===== config.mk =====
export PLATFORM = sky130hd
export DESIGN_NAME = spb_core
export DESIGN_NICKNAME = d
export VERILOG_FILES = /design/src/spb_core.v /design/src/spb_mem.v
export VERILOG_INCLUDE_DIRS = /design/src
export SDC_FILE = /design/constraint.sdc
export NUM_CORES = 1
export LEC_CHECK = 0
export ABC_AREA = 1
export BUFFER_PORTS_ARGS = -buffer_cell sky130_fd_sc_hd__buf_2
export CAP_MARGIN = 20
export CORE_UTILIZATION = 55
export CTS_CLUSTER_SIZE = 28
export DETAILED_ROUTE_END_ITERATION = 10
export GPL_ROUTABILITY_DRIVEN = 1
export PLACE_DENSITY_LB_ADDON = 0.3
export SLEW_MARGIN = 15
export SYNTH_ARGS = -nofsm -noshare
export SYNTH_HDL_FRONTEND = slang
export SYNTH_SLANG_ARGS = --single-unit

===== constraint.sdc =====
create_clock -name clock_i -period 11.3 [get_ports clock_i]
set_input_delay 1.695 -clock clock_i [delete_from_list [all_inputs] [get_ports clock_i]]
set_output_delay 1.695 -clock clock_i [all_outputs]
set_load 0.05 [all_outputs]

===== src/spb_map.vh =====
// Register offsets, field positions, reset values and timing counts of the serial port block.
// Assumes the includer keeps word-indexed register addresses on a plain strobe port.
//
// Function
// The three-bit buffer interrupt selector at bits 4 to 2 is obeyed only in enhanced buffer mode.
// Selector 111 requests an interrupt when the transmit buffer becomes full.
// Selector 110 requests an interrupt when a word enters the shifter and leaves the transmit FIFO empty.
// Selector 101 requests an interrupt when the last bit has left the shifter and the transfer is done.
// Selector 100 requests an interrupt when a word enters the shifter and leaves one free transmit slot.
// Selector 011 requests an interrupt when the receive buffer becomes full.
// Selector 010 requests an interrupt when the receive buffer is three quarters full or more.
// Selector 001 requests an interrupt while at least one received word waits in the buffer.
// Selector 000 requests an interrupt when software reads the last received word and the buffer empties.
// In master mode the clock-disable bit 12 releases the clock pin and stops the clock output; here only sclk_oe_o drops and sclk_o keeps toggling.
// Width-select bit 10 makes each transfer 16 bits when set and 8 bits when clear.
// The port enable bit turns the port on and hands its pins to it, and clearing it turns it off.
// A word completed while the receive buffer is still full is dropped and sets the overflow flag.
// The selected condition reaches the interrupt logic as one request each time it becomes true.
`ifndef SPB_MAP_VH
`define SPB_MAP_VH

// ****************************************
// Register word addresses
// ****************************************
`define SPB_ADDR_STAT 4'h0
`define SPB_ADDR_CON1 4'h1
`define SPB_ADDR_DATA 4'h2
`define SPB_ADDR_IRQS 4'h3
`define SPB_ADDR_IRQM 4'h4

// ****************************************
// Status and control word fields
// ****************************************
`define SPB_ST_EN 15
`define SPB_ST_ENH 14
`define SPB_ST_SRE 7
`define SPB_ST_OVF 6
`define SPB_ST_RXE 5
`define SPB_ST_SEL_HI 4
`define SPB_ST_SEL_LO 2
`define SPB_ST_TXF 1
`define SPB_ST_RXF 0

// ****************************************
// Control one fields
// ****************************************
`define SPB_C1_CKDIS 12
`define SPB_C1_DODIS 11
`define SPB_C1_WIDTH 10
`define SPB_C1_SMP 9
`define SPB_C1_MSTR 5

// ****************************************
// Interrupt status bits, reset values
// ****************************************
`define SPB_IRQ_BUF 0
`define SPB_IRQ_OVF 1
`define SPB_RESET_WORD 16'h0000
`define SPB_RESET_IRQ 2'h0

// ****************************************
// Buffer depths and selector codes
// ****************************************
`define SPB_DEPTH_ENH 3'h4
`define SPB_DEPTH_LEG 3'h1
`define SPB_RX_3Q 3'h3
`define SPB_SEL_TXFULL 3'h7
`define SPB_SEL_TXEMPTY 3'h6
`define SPB_SEL_DONE 3'h5
`define SPB_SEL_TXONE 3'h4
`define SPB_SEL_RXFULL 3'h3
`define SPB_SEL_RX3Q 3'h2
`define SPB_SEL_RXAVAIL 3'h1
`define SPB_SEL_RXREAD 3'h0

// ****************************************
// Timing
// ****************************************
`define SPB_CLK_NS 100
`define SPB_SCLK_HALF_NS 400
`define SPB_SCLK_HALF (`SPB_SCLK_HALF_NS / `SPB_CLK_NS)

`endif


===== src/spb_core.v =====
// Serial port with transmit and receive FIFOs, buffer interrupt selector and control word one.
// Assumes a plain register port on clock_i and an external peer on the serial pins.
//
// Design decisions made here: strobed register access and the address map.
`timescale 1ns/1ps
`include "spb_map.vh"
module spb_core (
   input wire clock_i,
   input wire rst_i,
   input wire [3:0] reg_addr_i,
   input wire [15:0] reg_wdata_i,
   input wire reg_wr_i,
   input wire reg_rd_i,
   output wire [15:0] reg_rdata_o,
   output wire irq_o,
   input wire sclk_i,
   output wire sclk_o,
   output wire sclk_oe_o,
   output wire sdo_o,
   output wire sdo_oe_o,
   input wire sdi_i,
   input wire ss_n_i
);
   // ****************************************
   // Registers and state
   // ****************************************
   reg en_reg, enh_reg, ovf_reg;
   reg [2:0] sel_reg;
   reg ckdis_reg, dodis_reg, width_reg, smp_reg, mstr_reg;
   reg [1:0] irqs_reg, irqm_reg;
   reg [15:0] rdata_reg;
   reg data_sel_reg;
   reg [2:0] tx_cnt_reg, rx_cnt_reg;
   reg [1:0] tx_wp_reg, tx_rp_reg, rx_wp_reg, rx_rp_reg;
   reg tx_ok_reg;
   reg busy_reg;
   reg [4:0] bit_cnt_reg;
   reg [2:0] div_reg;
   reg sclk_reg;
   reg [15:0] tx_sh_reg, rx_sh_reg;
   reg [2:0] sync1_reg, sync2_reg;
   reg sclk_prev_reg;
   reg lvl_prev_reg;
   wire [15:0] tx_q, rx_q;

   // ****************************************
   // Input synchronisers
   // ****************************************
   // Pins are asynchronous to clock_i; only the second stage is used
   // Clock bit resets to its idle low level so no false edge follows reset
   always @(posedge clock_i or posedge rst_i) begin
      if (rst_i) begin
         sync1_reg <= 3'h6;
         sync2_reg <= 3'h6;
         sclk_prev_reg <= 1'b0;
      end else begin
         sync1_reg <= {ss_n_i, sdi_i, sclk_i};
         sync2_reg <= sync1_reg;
         sclk_prev_reg <= sync2_reg[0];
      end
   end

   wire sclk_s = sync2_reg[0];
   wire sdi_s = sync2_reg[1];
   wire ss_s = sync2_reg[2];

   // ****************************************
   // Decode and buffer levels
   // ****************************************
   wire wr_stat = reg_wr_i && (reg_addr_i == `SPB_ADDR_STAT);
   wire wr_con1 = reg_wr_i && (reg_addr_i == `SPB_ADDR_CON1);
   wire wr_data = reg_wr_i && (reg_addr_i == `SPB_ADDR_DATA);
   wire wr_irqs = reg_wr_i && (reg_addr_i == `SPB_ADDR_IRQS);
   wire wr_irqm = reg_wr_i && (reg_addr_i == `SPB_ADDR_IRQM);
   wire rd_data = reg_rd_i && (reg_addr_i == `SPB_ADDR_DATA);

   // Legacy mode behaves as a single-word buffer
   wire [2:0] depth_c = enh_reg ? `SPB_DEPTH_ENH : `SPB_DEPTH_LEG;
   wire tx_full = (tx_cnt_reg >= depth_c);
   wire rx_full = (rx_cnt_reg >= depth_c);
   wire rx_empty = (rx_cnt_reg == 3'h0);
   wire tx_push = wr_data && !tx_full;
   wire rx_pop = rd_data && !rx_empty;

   // ****************************************
   // Shift engine timing
   // ****************************************
   // Master ticks come from the divider, slave edges from the sampled pin clock
   wire [4:0] last_bit = width_reg ? 5'd15 : 5'd7;
   wire m_tick = mstr_reg && busy_reg && (div_reg == (`SPB_SCLK_HALF - 1));
   wire s_act = !mstr_reg && !ss_s;
   wire lead_c = mstr_reg ? (m_tick && !sclk_reg) : (s_act && sclk_s && !sclk_prev_reg);
   wire trail_c = mstr_reg ? (m_tick && sclk_reg) : (s_act && !sclk_s && sclk_prev_reg);
   wire done_c = trail_c && (bit_cnt_reg == last_bit);
   wire smp_eff = mstr_reg && smp_reg;
   wire tx_avail = (tx_cnt_reg != 3'h0) && tx_ok_reg;
   wire load_c = en_reg && !busy_reg && tx_avail &&
                 (mstr_reg || ((bit_cnt_reg == 5'd0) && !lead_c && !trail_c));
   wire [15:0] rx_word_raw = smp_eff ? {rx_sh_reg[14:0], sdi_s} : rx_sh_reg;
   wire [15:0] rx_word = width_reg ? rx_word_raw : {8'h00, rx_word_raw[7:0]};
   wire rx_push = done_c && !rx_full;
   wire ovf_set = done_c && rx_full;

   // Occupancy after this cycle, used by the slot conditions
   wire [2:0] tx_next = tx_cnt_reg + {2'b00, tx_push} - {2'b00, load_c};
   wire [2:0] rx_next = rx_cnt_reg + {2'b00, rx_push} - {2'b00, rx_pop};

   // ****************************************
   // FIFO storage
   // ****************************************
   spb_mem u_tx_mem (
      .clock_i(clock_i),
      .rst_i(rst_i),
      .wr_en_i(tx_push),
      .wr_addr_i(tx_wp_reg),
      .wr_data_i(reg_wdata_i),
      .rd_addr_i(tx_rp_reg),
      .rd_data_o(tx_q)
   );

   spb_mem u_rx_mem (
      .clock_i(clock_i),
      .rst_i(rst_i),
      .wr_en_i(rx_push),
      .wr_addr_i(rx_wp_reg),
      .wr_data_i(rx_word),
      .rd_addr_i(rx_rp_reg),
      .rd_data_o(rx_q)
   );

   // Pointer and count bookkeeping; tx_ok waits for the registered read to settle
   always @(posedge clock_i or posedge rst_i) begin
      if (rst_i) begin
         tx_cnt_reg <= 3'h0;
         rx_cnt_reg <= 3'h0;
         tx_wp_reg <= 2'h0;
         tx_rp_reg <= 2'h0;
         rx_wp_reg <= 2'h0;
         rx_rp_reg <= 2'h0;
         tx_ok_reg <= 1'b0;
      end else begin
         tx_cnt_reg <= tx_next;
         rx_cnt_reg <= rx_next;
         tx_ok_reg <= (tx_cnt_reg != 3'h0) && !load_c;
         if (tx_push) begin
            tx_wp_reg <= tx_wp_reg + 2'h1;
         end
         if (load_c) begin
            tx_rp_reg <= tx_rp_reg + 2'h1;
         end
         if (rx_push) begin
            rx_wp_reg <= rx_wp_reg + 2'h1;
         end
         if (rx_pop) begin
            rx_rp_reg <= rx_rp_reg + 2'h1;
         end
      end
   end

   // ****************************************
   // Shifter
   // ****************************************
   // Disabling the port drops any partial word; a slave with no data sends zeros
   always @(posedge clock_i or posedge rst_i) begin
      if (rst_i) begin
         busy_reg <= 1'b0;
         bit_cnt_reg <= 5'd0;
         div_reg <= 3'h0;
         sclk_reg <= 1'b0;
         tx_sh_reg <= 16'h0000;
         rx_sh_reg <= 16'h0000;
      end else if (!en_reg) begin
         busy_reg <= 1'b0;
         bit_cnt_reg <= 5'd0;
         div_reg <= 3'h0;
         sclk_reg <= 1'b0;
         tx_sh_reg <= 16'h0000;
      end else begin
         if (mstr_reg && busy_reg) begin
            if (m_tick) begin
               div_reg <= 3'h0;
               sclk_reg <= ~sclk_reg;
            end else begin
               div_reg <= div_reg + 3'h1;
            end
         end
         if (s_act || mstr_reg) begin
            if (lead_c && !smp_eff) begin
               rx_sh_reg <= {rx_sh_reg[14:0], sdi_s};
            end
            if (trail_c) begin
               if (smp_eff) begin
                  rx_sh_reg <= {rx_sh_reg[14:0], sdi_s};
               end
               if (done_c) begin
                  bit_cnt_reg <= 5'd0;
                  busy_reg <= 1'b0;
                  tx_sh_reg <= 16'h0000;
               end else begin
                  bit_cnt_reg <= bit_cnt_reg + 5'd1;
                  tx_sh_reg <= {tx_sh_reg[14:0], 1'b0};
               end
            end
         end else begin
            bit_cnt_reg <= 5'd0; // Select released mid-word restarts the frame
         end
         if (load_c) begin
            tx_sh_reg <= tx_q;
            busy_reg <= 1'b1;
            div_reg <= 3'h0;
            sclk_reg <= 1'b0;
            bit_cnt_reg <= 5'd0;
         end
      end
   end

   // ****************************************
   // Pins
   // ****************************************
   // Clock disable only releases the pin; the divider keeps pacing the transfer
   assign sclk_o = sclk_reg;
   assign sclk_oe_o = en_reg && mstr_reg && !ckdis_reg;
   assign sdo_o = width_reg ? tx_sh_reg[15] : tx_sh_reg[7];
   assign sdo_oe_o = en_reg && !dodis_reg && (mstr_reg || !ss_s);

   // ****************************************
   // Buffer interrupt selector
   // ****************************************
   reg lvl_c;
   reg pulse_c;

   // Level conditions fire on their rising edge, event conditions directly
   always @* begin
      lvl_c = 1'b0;
      pulse_c = 1'b0;
      case (sel_reg)
         `SPB_SEL_TXFULL: lvl_c = tx_full;
         `SPB_SEL_TXEMPTY: pulse_c = load_c && (tx_next == 3'h0);
         `SPB_SEL_DONE: pulse_c = done_c;
         `SPB_SEL_TXONE: pulse_c = load_c && (tx_next == (depth_c - 3'h1));
         `SPB_SEL_RXFULL: lvl_c = rx_full;
         `SPB_SEL_RX3Q: lvl_c = (rx_cnt_reg >= `SPB_RX_3Q);
         `SPB_SEL_RXAVAIL: lvl_c = !rx_empty;
         `SPB_SEL_RXREAD: pulse_c = rx_pop && (rx_next == 3'h0);
         default: lvl_c = 1'b0;
      endcase
   end

   // Outside enhanced mode every received word raises the request
   wire buf_req = enh_reg ? (pulse_c || (lvl_c && !lvl_prev_reg)) : rx_push;

   // ****************************************
   // Control and interrupt registers
   // ****************************************
   // Hardware set wins over a software clear in the same cycle
   always @(posedge clock_i or posedge rst_i) begin
      if (rst_i) begin
         en_reg <= 1'b0;
         enh_reg <= 1'b0;
         sel_reg <= 3'h0;
         ovf_reg <= 1'b0;
         ckdis_reg <= 1'b0;
         dodis_reg <= 1'b0;
         width_reg <= 1'b0;
         smp_reg <= 1'b0;
         mstr_reg <= 1'b0;
         irqs_reg <= `SPB_RESET_IRQ;
         irqm_reg <= `SPB_RESET_IRQ;
         lvl_prev_reg <= 1'b0;
      end else begin
         lvl_prev_reg <= lvl_c;
         if (wr_stat) begin
            en_reg <= reg_wdata_i[`SPB_ST_EN];
            enh_reg <= reg_wdata_i[`SPB_ST_ENH];
            sel_reg <= reg_wdata_i[`SPB_ST_SEL_HI:`SPB_ST_SEL_LO];
         end
         if (ovf_set) begin
            ovf_reg <= 1'b1;
         end else if (wr_stat && !reg_wdata_i[`SPB_ST_OVF]) begin
            ovf_reg <= 1'b0;
         end
         if (wr_con1) begin
            ckdis_reg <= reg_wdata_i[`SPB_C1_CKDIS];
            dodis_reg <= reg_wdata_i[`SPB_C1_DODIS];
            width_reg <= reg_wdata_i[`SPB_C1_WIDTH];
            smp_reg <= reg_wdata_i[`SPB_C1_SMP];
            mstr_reg <= reg_wdata_i[`SPB_C1_MSTR];
         end
         if (wr_irqm) begin
            irqm_reg <= reg_wdata_i[1:0];
         end
         irqs_reg <= (irqs_reg & ~(wr_irqs ? reg_wdata_i[1:0] : 2'b00)) | {ovf_set, buf_req};
      end
   end

   assign irq_o = |(irqs_reg & irqm_reg);

   // ****************************************
   // Read port
   // ****************************************
   wire [15:0] stat_word = {en_reg, enh_reg, 6'h00, !busy_reg, ovf_reg, rx_empty, sel_reg, tx_full, rx_full};
   wire [15:0] con1_word = {3'h0, ckdis_reg, dodis_reg, width_reg, smp_reg, 3'h0, mstr_reg, 5'h00};

   // Read data stand one cycle after the strobe; data reads take the FIFO output register
   always @(posedge clock_i or posedge rst_i) begin
      if (rst_i) begin
         rdata_reg <= `SPB_RESET_WORD;
         data_sel_reg <= 1'b0;
      end else begin
         data_sel_reg <= rd_data;
         if (reg_rd_i) begin
            case (reg_addr_i)
               `SPB_ADDR_STAT: rdata_reg <= stat_word;
               `SPB_ADDR_CON1: rdata_reg <= con1_word;
               `SPB_ADDR_IRQS: rdata_reg <= {14'h0000, irqs_reg};
               `SPB_ADDR_IRQM: rdata_reg <= {14'h0000, irqm_reg};
               default: rdata_reg <= 16'h0000;
            endcase
         end else begin
            rdata_reg <= 16'h0000;
         end
      end
   end

   assign reg_rdata_o = data_sel_reg ? rx_q : rdata_reg;
endmodule


===== src/spb_mem.v =====
// Small word store for one FIFO of the serial port.
// Assumes the owner keeps the pointers; read data come out of a register.
`timescale 1ns/1ps
module spb_mem (
   input wire clock_i,
   input wire rst_i,
   input wire wr_en_i,
   input wire [1:0] wr_addr_i,
   input wire [15:0] wr_data_i,
   input wire [1:0] rd_addr_i,
   output reg [15:0] rd_data_o
);
   reg [15:0] mem [0:3];

   // Array is not reset; only transmit loads wait for a valid count, data reads return it even with the receive side empty
   always @(posedge clock_i) begin
      if (wr_en_i) begin
         mem[wr_addr_i] <= wr_data_i;
      end
   end

   // Registered read port
   always @(posedge clock_i or posedge rst_i) begin
      if (rst_i) begin
         rd_data_o <= 16'h0000;
      end else begin
         rd_data_o <= mem[rd_addr_i];
      end
   end
endmodule


## Yosys cells after proc, flatten, opt, wreduce, memory -nomap -nowiden

Memories as Yosys holds them, arrays and structs flattened. A register that Yosys moved wholly into a read port is not among the register bits.
Index checks and enable logic that the tools add are counted.

| word-level totals | value |
|---|---|
| register bits | 97 |
| latch bits | 0 |
| memory bits (writable) | 128 |
| bits in read-only memories | 0 |
| input port bits | 27 |
| word-level logic and storage cells | 189 |
| memories kept | 2 |

| cells by class | value |
|---|---|
| add/subtract/negate cells | 11 |
| $mul | 0 |
| divide/modulo/power cells | 0 |
| magnitude comparators | 3 |
| equality and inequality tests | 20 |
| shift-type cells | 0 |
| multiplexer cells | 46 |
| bitwise gates (word level) | 5 |
| reduce and logical (&&, ||, !) cells | 72 |

Memory list:

| name | depth | width | read ports | clocked after Yosys merged registers in | write ports | RTL line | text |
|---|---|---|---|---|---|---|---|
| u_rx_mem.mem | 4 | 16 | 1 | 1 | 1 | spb_mem.v:13 | `reg [15:0] mem [0:3];` |
| u_tx_mem.mem | 4 | 16 | 1 | 1 | 1 | spb_mem.v:13 |  |

Operators by type and width:

| operator | count |
|---|---|
| two-way mux 16 bit | 12 |
| one-hot mux 16 bit (4 select lines) | 1 |
| logical AND 1 bit | 38 |
| two-way mux 5 bit | 5 |
| two-way mux 1 bit | 19 |
| zero test 1 bit | 17 |
| two-way mux 3 bit | 5 |
| inequality test 3 x 1 -> 1 bit (second input constant) | 5 |
| == test 3 bit (second input constant) | 4 |
| zero test 3 bit | 4 |
| == test 3 x 2 -> 1 bit (second input constant) | 3 |
| adder 2 x 1 -> 2 bit (second input constant) | 4 |
| == test 4 x 2 -> 1 bit (second input constant) | 2 |
| one-hot mux 1 bit (4 select lines) | 2 |
| adder 3 x 1 -> 3 bit | 2 |
| greater-or-equal comparator 3 bit | 2 |
| AND reduction 2 bit | 3 |
| subtractor 3 x 1 -> 3 bit | 2 |
| adder 5 x 1 -> 5 bit (second input constant) | 1 |
| == test 5 x 4 -> 1 bit | 1 |
| zero test 5 bit | 1 |
| bitwise AND 2 bit | 2 |
| == test 4 x 1 -> 1 bit (second input constant) | 1 |
| == test 4 x 3 -> 1 bit (second input constant) | 1 |
| other kinds (17) | 20 |

## Logic depth before layout (Yosys ltp)

| logic depth | value |
|---|---|
| depth after elaboration | 17 |
| mapped depth | 24 |

## Hierarchy

Synthesis repeated with hierarchy kept, for this count alone.

| unflattened totals | value |
|---|---|
| cells, all modules | 1,154 |
| area, all modules | 11,312.1 sq um |

By module, submodules not included:

| module | times used | cells each | area an instance (sq um) | sequential area each (sq um) |
|---|---|---|---|---|
| spb_mem | 2 | 276 | 3,163.0 | 2,322.2 |
| spb_core | 1 | 602 | 4,986.0 | 2,382.3 |

## Worst setup path after synthesis

OpenSTA, ideal clock, no wires.

| timing path | value |
|---|---|
| path kind | in2reg |
| start point | input port reg_addr_i[2] |
| end point | register irqs_reg[0] |
| setup time | 65 ps |
| arrival | 3,975 ps |
| required time | 11,235 ps |
| setup slack | 7,260 ps |
| stages | 20 |
| path buffers | 0 |
| cells stage by stage | nor2_1 -> nand2_1 -> inv_1 -> nand4_1 -> ha_1 -> inv_1 -> ha_1 -> inv_1 -> fa_1 -> inv_1 -> or2_2 -> nand2_1 -> nand2_1 -> inv_1 -> nand2_1 -> nor2_1 -> nand2_1 -> nand3_1 -> nand2_1 -> nand2_1 |

| on the way | value |
|---|---|
| word-level cells in the longest chain between the ends | 11 |
| elaborated cells between the ends (all ways) | 23 |

Ends and longest elaborated chain:

| item | RTL line | text |
|---|---|---|
| start, declared | spb_core.v:10 | `input wire [3:0] reg_addr_i,` |
| == test 4 x 2 -> 1 bit (no source line) * | - |  |
| logical AND 1 bit * | spb_core.v:72 | `` wire wr_data = reg_wr_i && (reg_addr_i == `SPB_ADDR_DATA); `` |
| logical AND 1 bit * | spb_core.v:82 | `wire tx_push = wr_data && !tx_full;` |
| adder 3 x 1 -> 3 bit * | spb_core.v:105 | `wire [2:0] tx_next = tx_cnt_reg + {2'b00, tx_push} - {2'b00, load_c};` |
| subtractor 3 x 1 -> 3 bit * | spb_core.v:105 |  |
| net tx_next[1] | spb_core.v:105 |  |
| == test 3 bit / zero test 3 bit (equally long branches) | spb_core.v:240, spb_core.v:238 |  |
| logical AND 1 bit (on tied branches) | spb_core.v:240, spb_core.v:238 |  |
| one-hot mux 1 bit (4 select lines) * | spb_core.v:236 | `case (sel_reg)` |
| logical OR 1 bit * | spb_core.v:250 | `wire buf_req = enh_reg ? (pulse_c \|\| (lvl_c && !lvl_prev_reg)) : rx_push;` |
| two-way mux 1 bit * | spb_core.v:250 |  |
| bitwise OR 2 bit * | spb_core.v:292 | `irqs_reg <= (irqs_reg & ~(wr_irqs ? reg_wdata_i[1:0] : 2'b00)) \| {ovf_set, buf_req};` |
| end signal, assigned | spb_core.v:267 | `` irqs_reg <= `SPB_RESET_IRQ; `` |
| end signal, assigned | spb_core.v:292 |  |
| end, declared | spb_core.v:30 | `reg [1:0] irqs_reg, irqm_reg;` |

The timed path passes the listed nets; every way through them passes the cells marked *.
A chain may end at the register's enable or synchronous reset.

## Worst setup path after layout

| timing path | value |
|---|---|
| start point | register en_reg |
| end point | register irqs_reg[0] |

| on the way | value |
|---|---|
| word-level cells in the longest chain between the ends | 10 |
| elaborated cells between the ends (all ways) | 12 |

Ends and longest elaborated chain:

| item | RTL line | text |
|---|---|---|
| start, declared | spb_core.v:27 | `reg en_reg, enh_reg, ovf_reg;` |
| start signal, assigned | spb_core.v:273 | `` en_reg <= reg_wdata_i[`SPB_ST_EN]; `` |
| logical AND 1 bit * (3 in series) | spb_core.v:97 | `wire load_c = en_reg && !busy_reg && tx_avail &&` |
| net load_c | spb_core.v:97 |  |
| subtractor 3 x 1 -> 3 bit * | spb_core.v:105 |  |
| net tx_next[1] | spb_core.v:105 |  |
| == test 3 bit / zero test 3 bit (equally long branches) | spb_core.v:240, spb_core.v:238 |  |
| logical AND 1 bit (on tied branches) | spb_core.v:240, spb_core.v:238 |  |
| one-hot mux 1 bit (4 select lines) * | spb_core.v:236 |  |
| logical OR 1 bit * | spb_core.v:250 |  |
| two-way mux 1 bit * | spb_core.v:250 |  |
| bitwise OR 2 bit * | spb_core.v:292 |  |

Marks and branches as above.

==> flow_summary.ini <==
[clocking]
tritoncts = done
insertion_delay_to_the_later_sink_of_the_worst_skew_pair_ns = 0.53
cts_hold_buffers = 0
clock-root-buffer = sky130_fd_sc_hd__clkbuf_16
numCtsBuffers = 26
cts.repair_timing.setup_buffer_count = 0
cts-htree-levels = 1
cts_buffer_depth = 3
cts.repair.resized = 0
clock_transition_at_the_registers_of_the_reported_paths_ns = 0.06
cts.sinks = 255

[final_layout]
biggestRegsByFlops = u_rx_mem.mem x64, u_tx_mem.mem x64
antennaDiodeCount = 0
final_nets = 1069
top_library_cells_by_usage_in_the_layout_fill_and_taps_aside = sky130_fd_sc_hd__nand2_1 (151), sky130_fd_sc_hd__nor2_1 (130), sky130_fd_sc_hd__edfxtp_1 (128)
final_layout_size_suffix_gt1_share_pct = 13.7
multi_input_area_um2 = 3040
postLayoutCellArea_um2 = 12100
syn_to_final_growth_pct = 13.7
mostFrequentLayoutCell = sky130_fd_sc_hd__nand2_1
regArea_um2 = 7030
fillCellCount = 1419

[drt]
route.final.wire_length_mm = 21.6
via_count = 6951
detail_route.vias_per_cell = 5.35
drc_errors = 0
initialDrtViolationCount = 482
drt_pass_1_iters = 5
route.detailed.wl_per_inst_um = 16.6
antenna_left = 0

[floorplanning]
core_um2 = 18800
dieArea_um2 = 19900
fp.dieW_um = 141
initial_cell_density_of_the_core_pct = 56.4
core.rowCount = 50
die_h_um = 141
floorplan.io_pins = 48

[synth]
number_of_flops_mapped_to_enable_cells_by_yosys = 128
postSynth.asyncResetShare_pct = 49.8
ys_seq_area_share_pct = 66.2
syn_area_per_cell_um2 = 10.9
post_synthesis_instance_area_um2 = 10600
synthesis.instances = 973
yosysTopAreaCell = sky130_fd_sc_hd__edfxtp_1
yosys.area.top_type_share_pct = 36.2
synth_flop_cell = sky130_fd_sc_hd__edfxtp_1
yosysWarningCount = 0
netlist_top_cells_area = sky130_fd_sc_hd__edfxtp_1 (36%), sky130_fd_sc_hd__dfrtp_1 (29%), sky130_fd_sc_hd__nand2_1 (5.3%)
syn_nets = 1022
synth.ff_latch_count = 255
netlist-cell-type-count = 40

[critical_path]
arrival_ns = 4.59
cp_slowest_stage_delay_ns = 0.79
timing_worst_setup_path_type = reg -> reg
worstPathCellList = inv_2, nor2_1, nand3_1, inv_1, nand2_4, inv_1, ha_1, inv_1, ha_1, inv_1, fa_1, inv_1, or2_2, nand2_1, nand2_1, inv_1, nand2_1, nor2_1, nand2_1, nand3_1, nand2_1, nand2_1
crit_path_top_delay_cell = sky130_fd_sc_hd__dfrtp_1
setup.worst_path.end_class = register
crit_fanout = 24
startpoint_type = register
critical_r2r_launch = en_reg
worstPathRequired_ns = 11.78
cp-startpoint = en_reg

[pwr]
switching_share_pct = 32.3
p_switching_mw = 0.950
p_seq_share_pct = 43.1
p_int_mw = 1.99
power.density_cell_area_nw_per_um2 = 244
combinationalPowerShare_pct = 24.2
vdd_drop_max_mv = 0.127
leakage_nw = 5.27
clock_power_share_pct = 32.6

[timing]
fmaxAchievable_mhz = 243
report.final.slew_viol_count = 0
timing.max_slew.rel_slack_pct = 32.6
post-route-period-util_pct = 36.4
setup-tns-final_ns = 0
rsz0062_at_grt = no
hold_ws_ns = 0.356
setup_violations = 0
fin_crit_ns = 4.11
hold_fails_final_rpt = 0
tightest_slew_ns = 1.01
fin_skew_ns = 0.0134

[global_route]
grt_pass1_wl_mm = 34.8
first_global_vias = 6687
grt_util_all_layers_pct = 22.7
antenna_found_initial = 0
pin_count_of_the_biggest_net_entering_global_routing = 81
grt-ovfl-total = 0

[place]
finalWeightedCongestion = 0.881
placed_cell_area_um2 = 11100
io_buffers = 47
dp.final_hpwl_mm = 13.5

[hold_path]
min-delay-path-class = reg -> reg
worstHoldStart = sync1_reg[1]

[job]
maxCapViolations = 0

[run_status]
outcome = finished clean
[metrics by stage]
stage | worst slack [ns] | total power, mW | instances | util, %
2_1_floorplan | 6.23 | 1.80 | 973 | -
3_3_place_gp | 6.83 | 1.96 | 1250 | 58.7
3_5_place_dp | 6.72 | 1.99 | 1251 | 58.8
4_1_cts | 7.25 | 2.95 | 1299 | 64.0
5_1_grt | 6.90 | 3.10 | 1300 | 64.1
6_report | 7.19 | 2.94 | 1300 | 64.1
[cells by family (layout without fill, tap and decap cells)]
family	count (synthesis)	after routing	share of synthesized area [%]
flip-flops	255	255	66.2
AO/OA/AOI/OAI	185	185	9.73
XOR/XNOR	11	11	0.908
AND/OR/NAND/NOR	350	350	13.6
adder cells (fa/ha/maj)	22	22	2.74
buffers and inverters	135	202	5.20
multiplexers	15	15	1.59
[per-layer routing]
| metal | track usage [%] | routed length (µm) | vias to the layer above |
|---|---|---|---|
| met3 | 4.08 | 1360 | 27 |
| met4 | 5.84 | 401 | 0 |
| met5 | 0 | 0 | - |
| met2 | 35.0 | 9670 | 205 |
| met1 | 33.5 | 10200 | 3356 |
| li1 | - | - | 3363 |
[power groups by stage]
stage               registers, mW  logic [mW]  clock network, mW
finish                       1.27       0.713              0.960
global route                 1.29       0.807               1.01
global placement             1.28       0.678                  0
floorplan                    1.23       0.561                  0
detailed placement           1.28       0.703                  0
CTS                          1.27       0.709              0.972
[synthesized netlist by cell type (all sizes together) (14+ instances only)]
library cell / count
dfrtp: 123
nand2: 155
ha: 20
buf: 14
nor2: 136
clkbuf: 24
nand3: 49
a21oi: 32
mux2: 15
inv: 96
edfxtp: 128
o22ai: 36
o21ai: 100
[final timing paths]
kind | end | slack, ns | depth (start not counted)
min in group asynchronous | u_rx_mem.rd_data_o[8] | 1.24 | 2
setup / recovery | irqs_reg[0] | 7.19 | 22
hold reg to reg | sync2_reg[1] | 0.36 | 0
hold / removal | sync2_reg[1] | 0.36 | 0
setup reg to reg | irqs_reg[0] | 7.19 | 22
max in group asynchronous | irqs_reg[1] | 8.85 | 4
[cell type report]
class | instances | share of cell area (%)
clock buffers | 26 | 5.39
clock inverters | 22 | 2.71
inverters | 97 | 3.07
multi-input cells | 583 | 25.2
flip-flops and latches | 255 | 58.2
well taps | 260 | 2.69
repair buffers | 57 | 2.74
[worst max-delay path, delay by kind of cell (launching register included)]
kind | cells | cell delay [ns]
DFF | 1 | 0.79
adders and majority gates | 3 | 0.88
and+or+nand+nor | 12 | 1.30
buffers and inverters | 7 | 1.07
No activity file was read; power rests on OpenSTA's default activity.
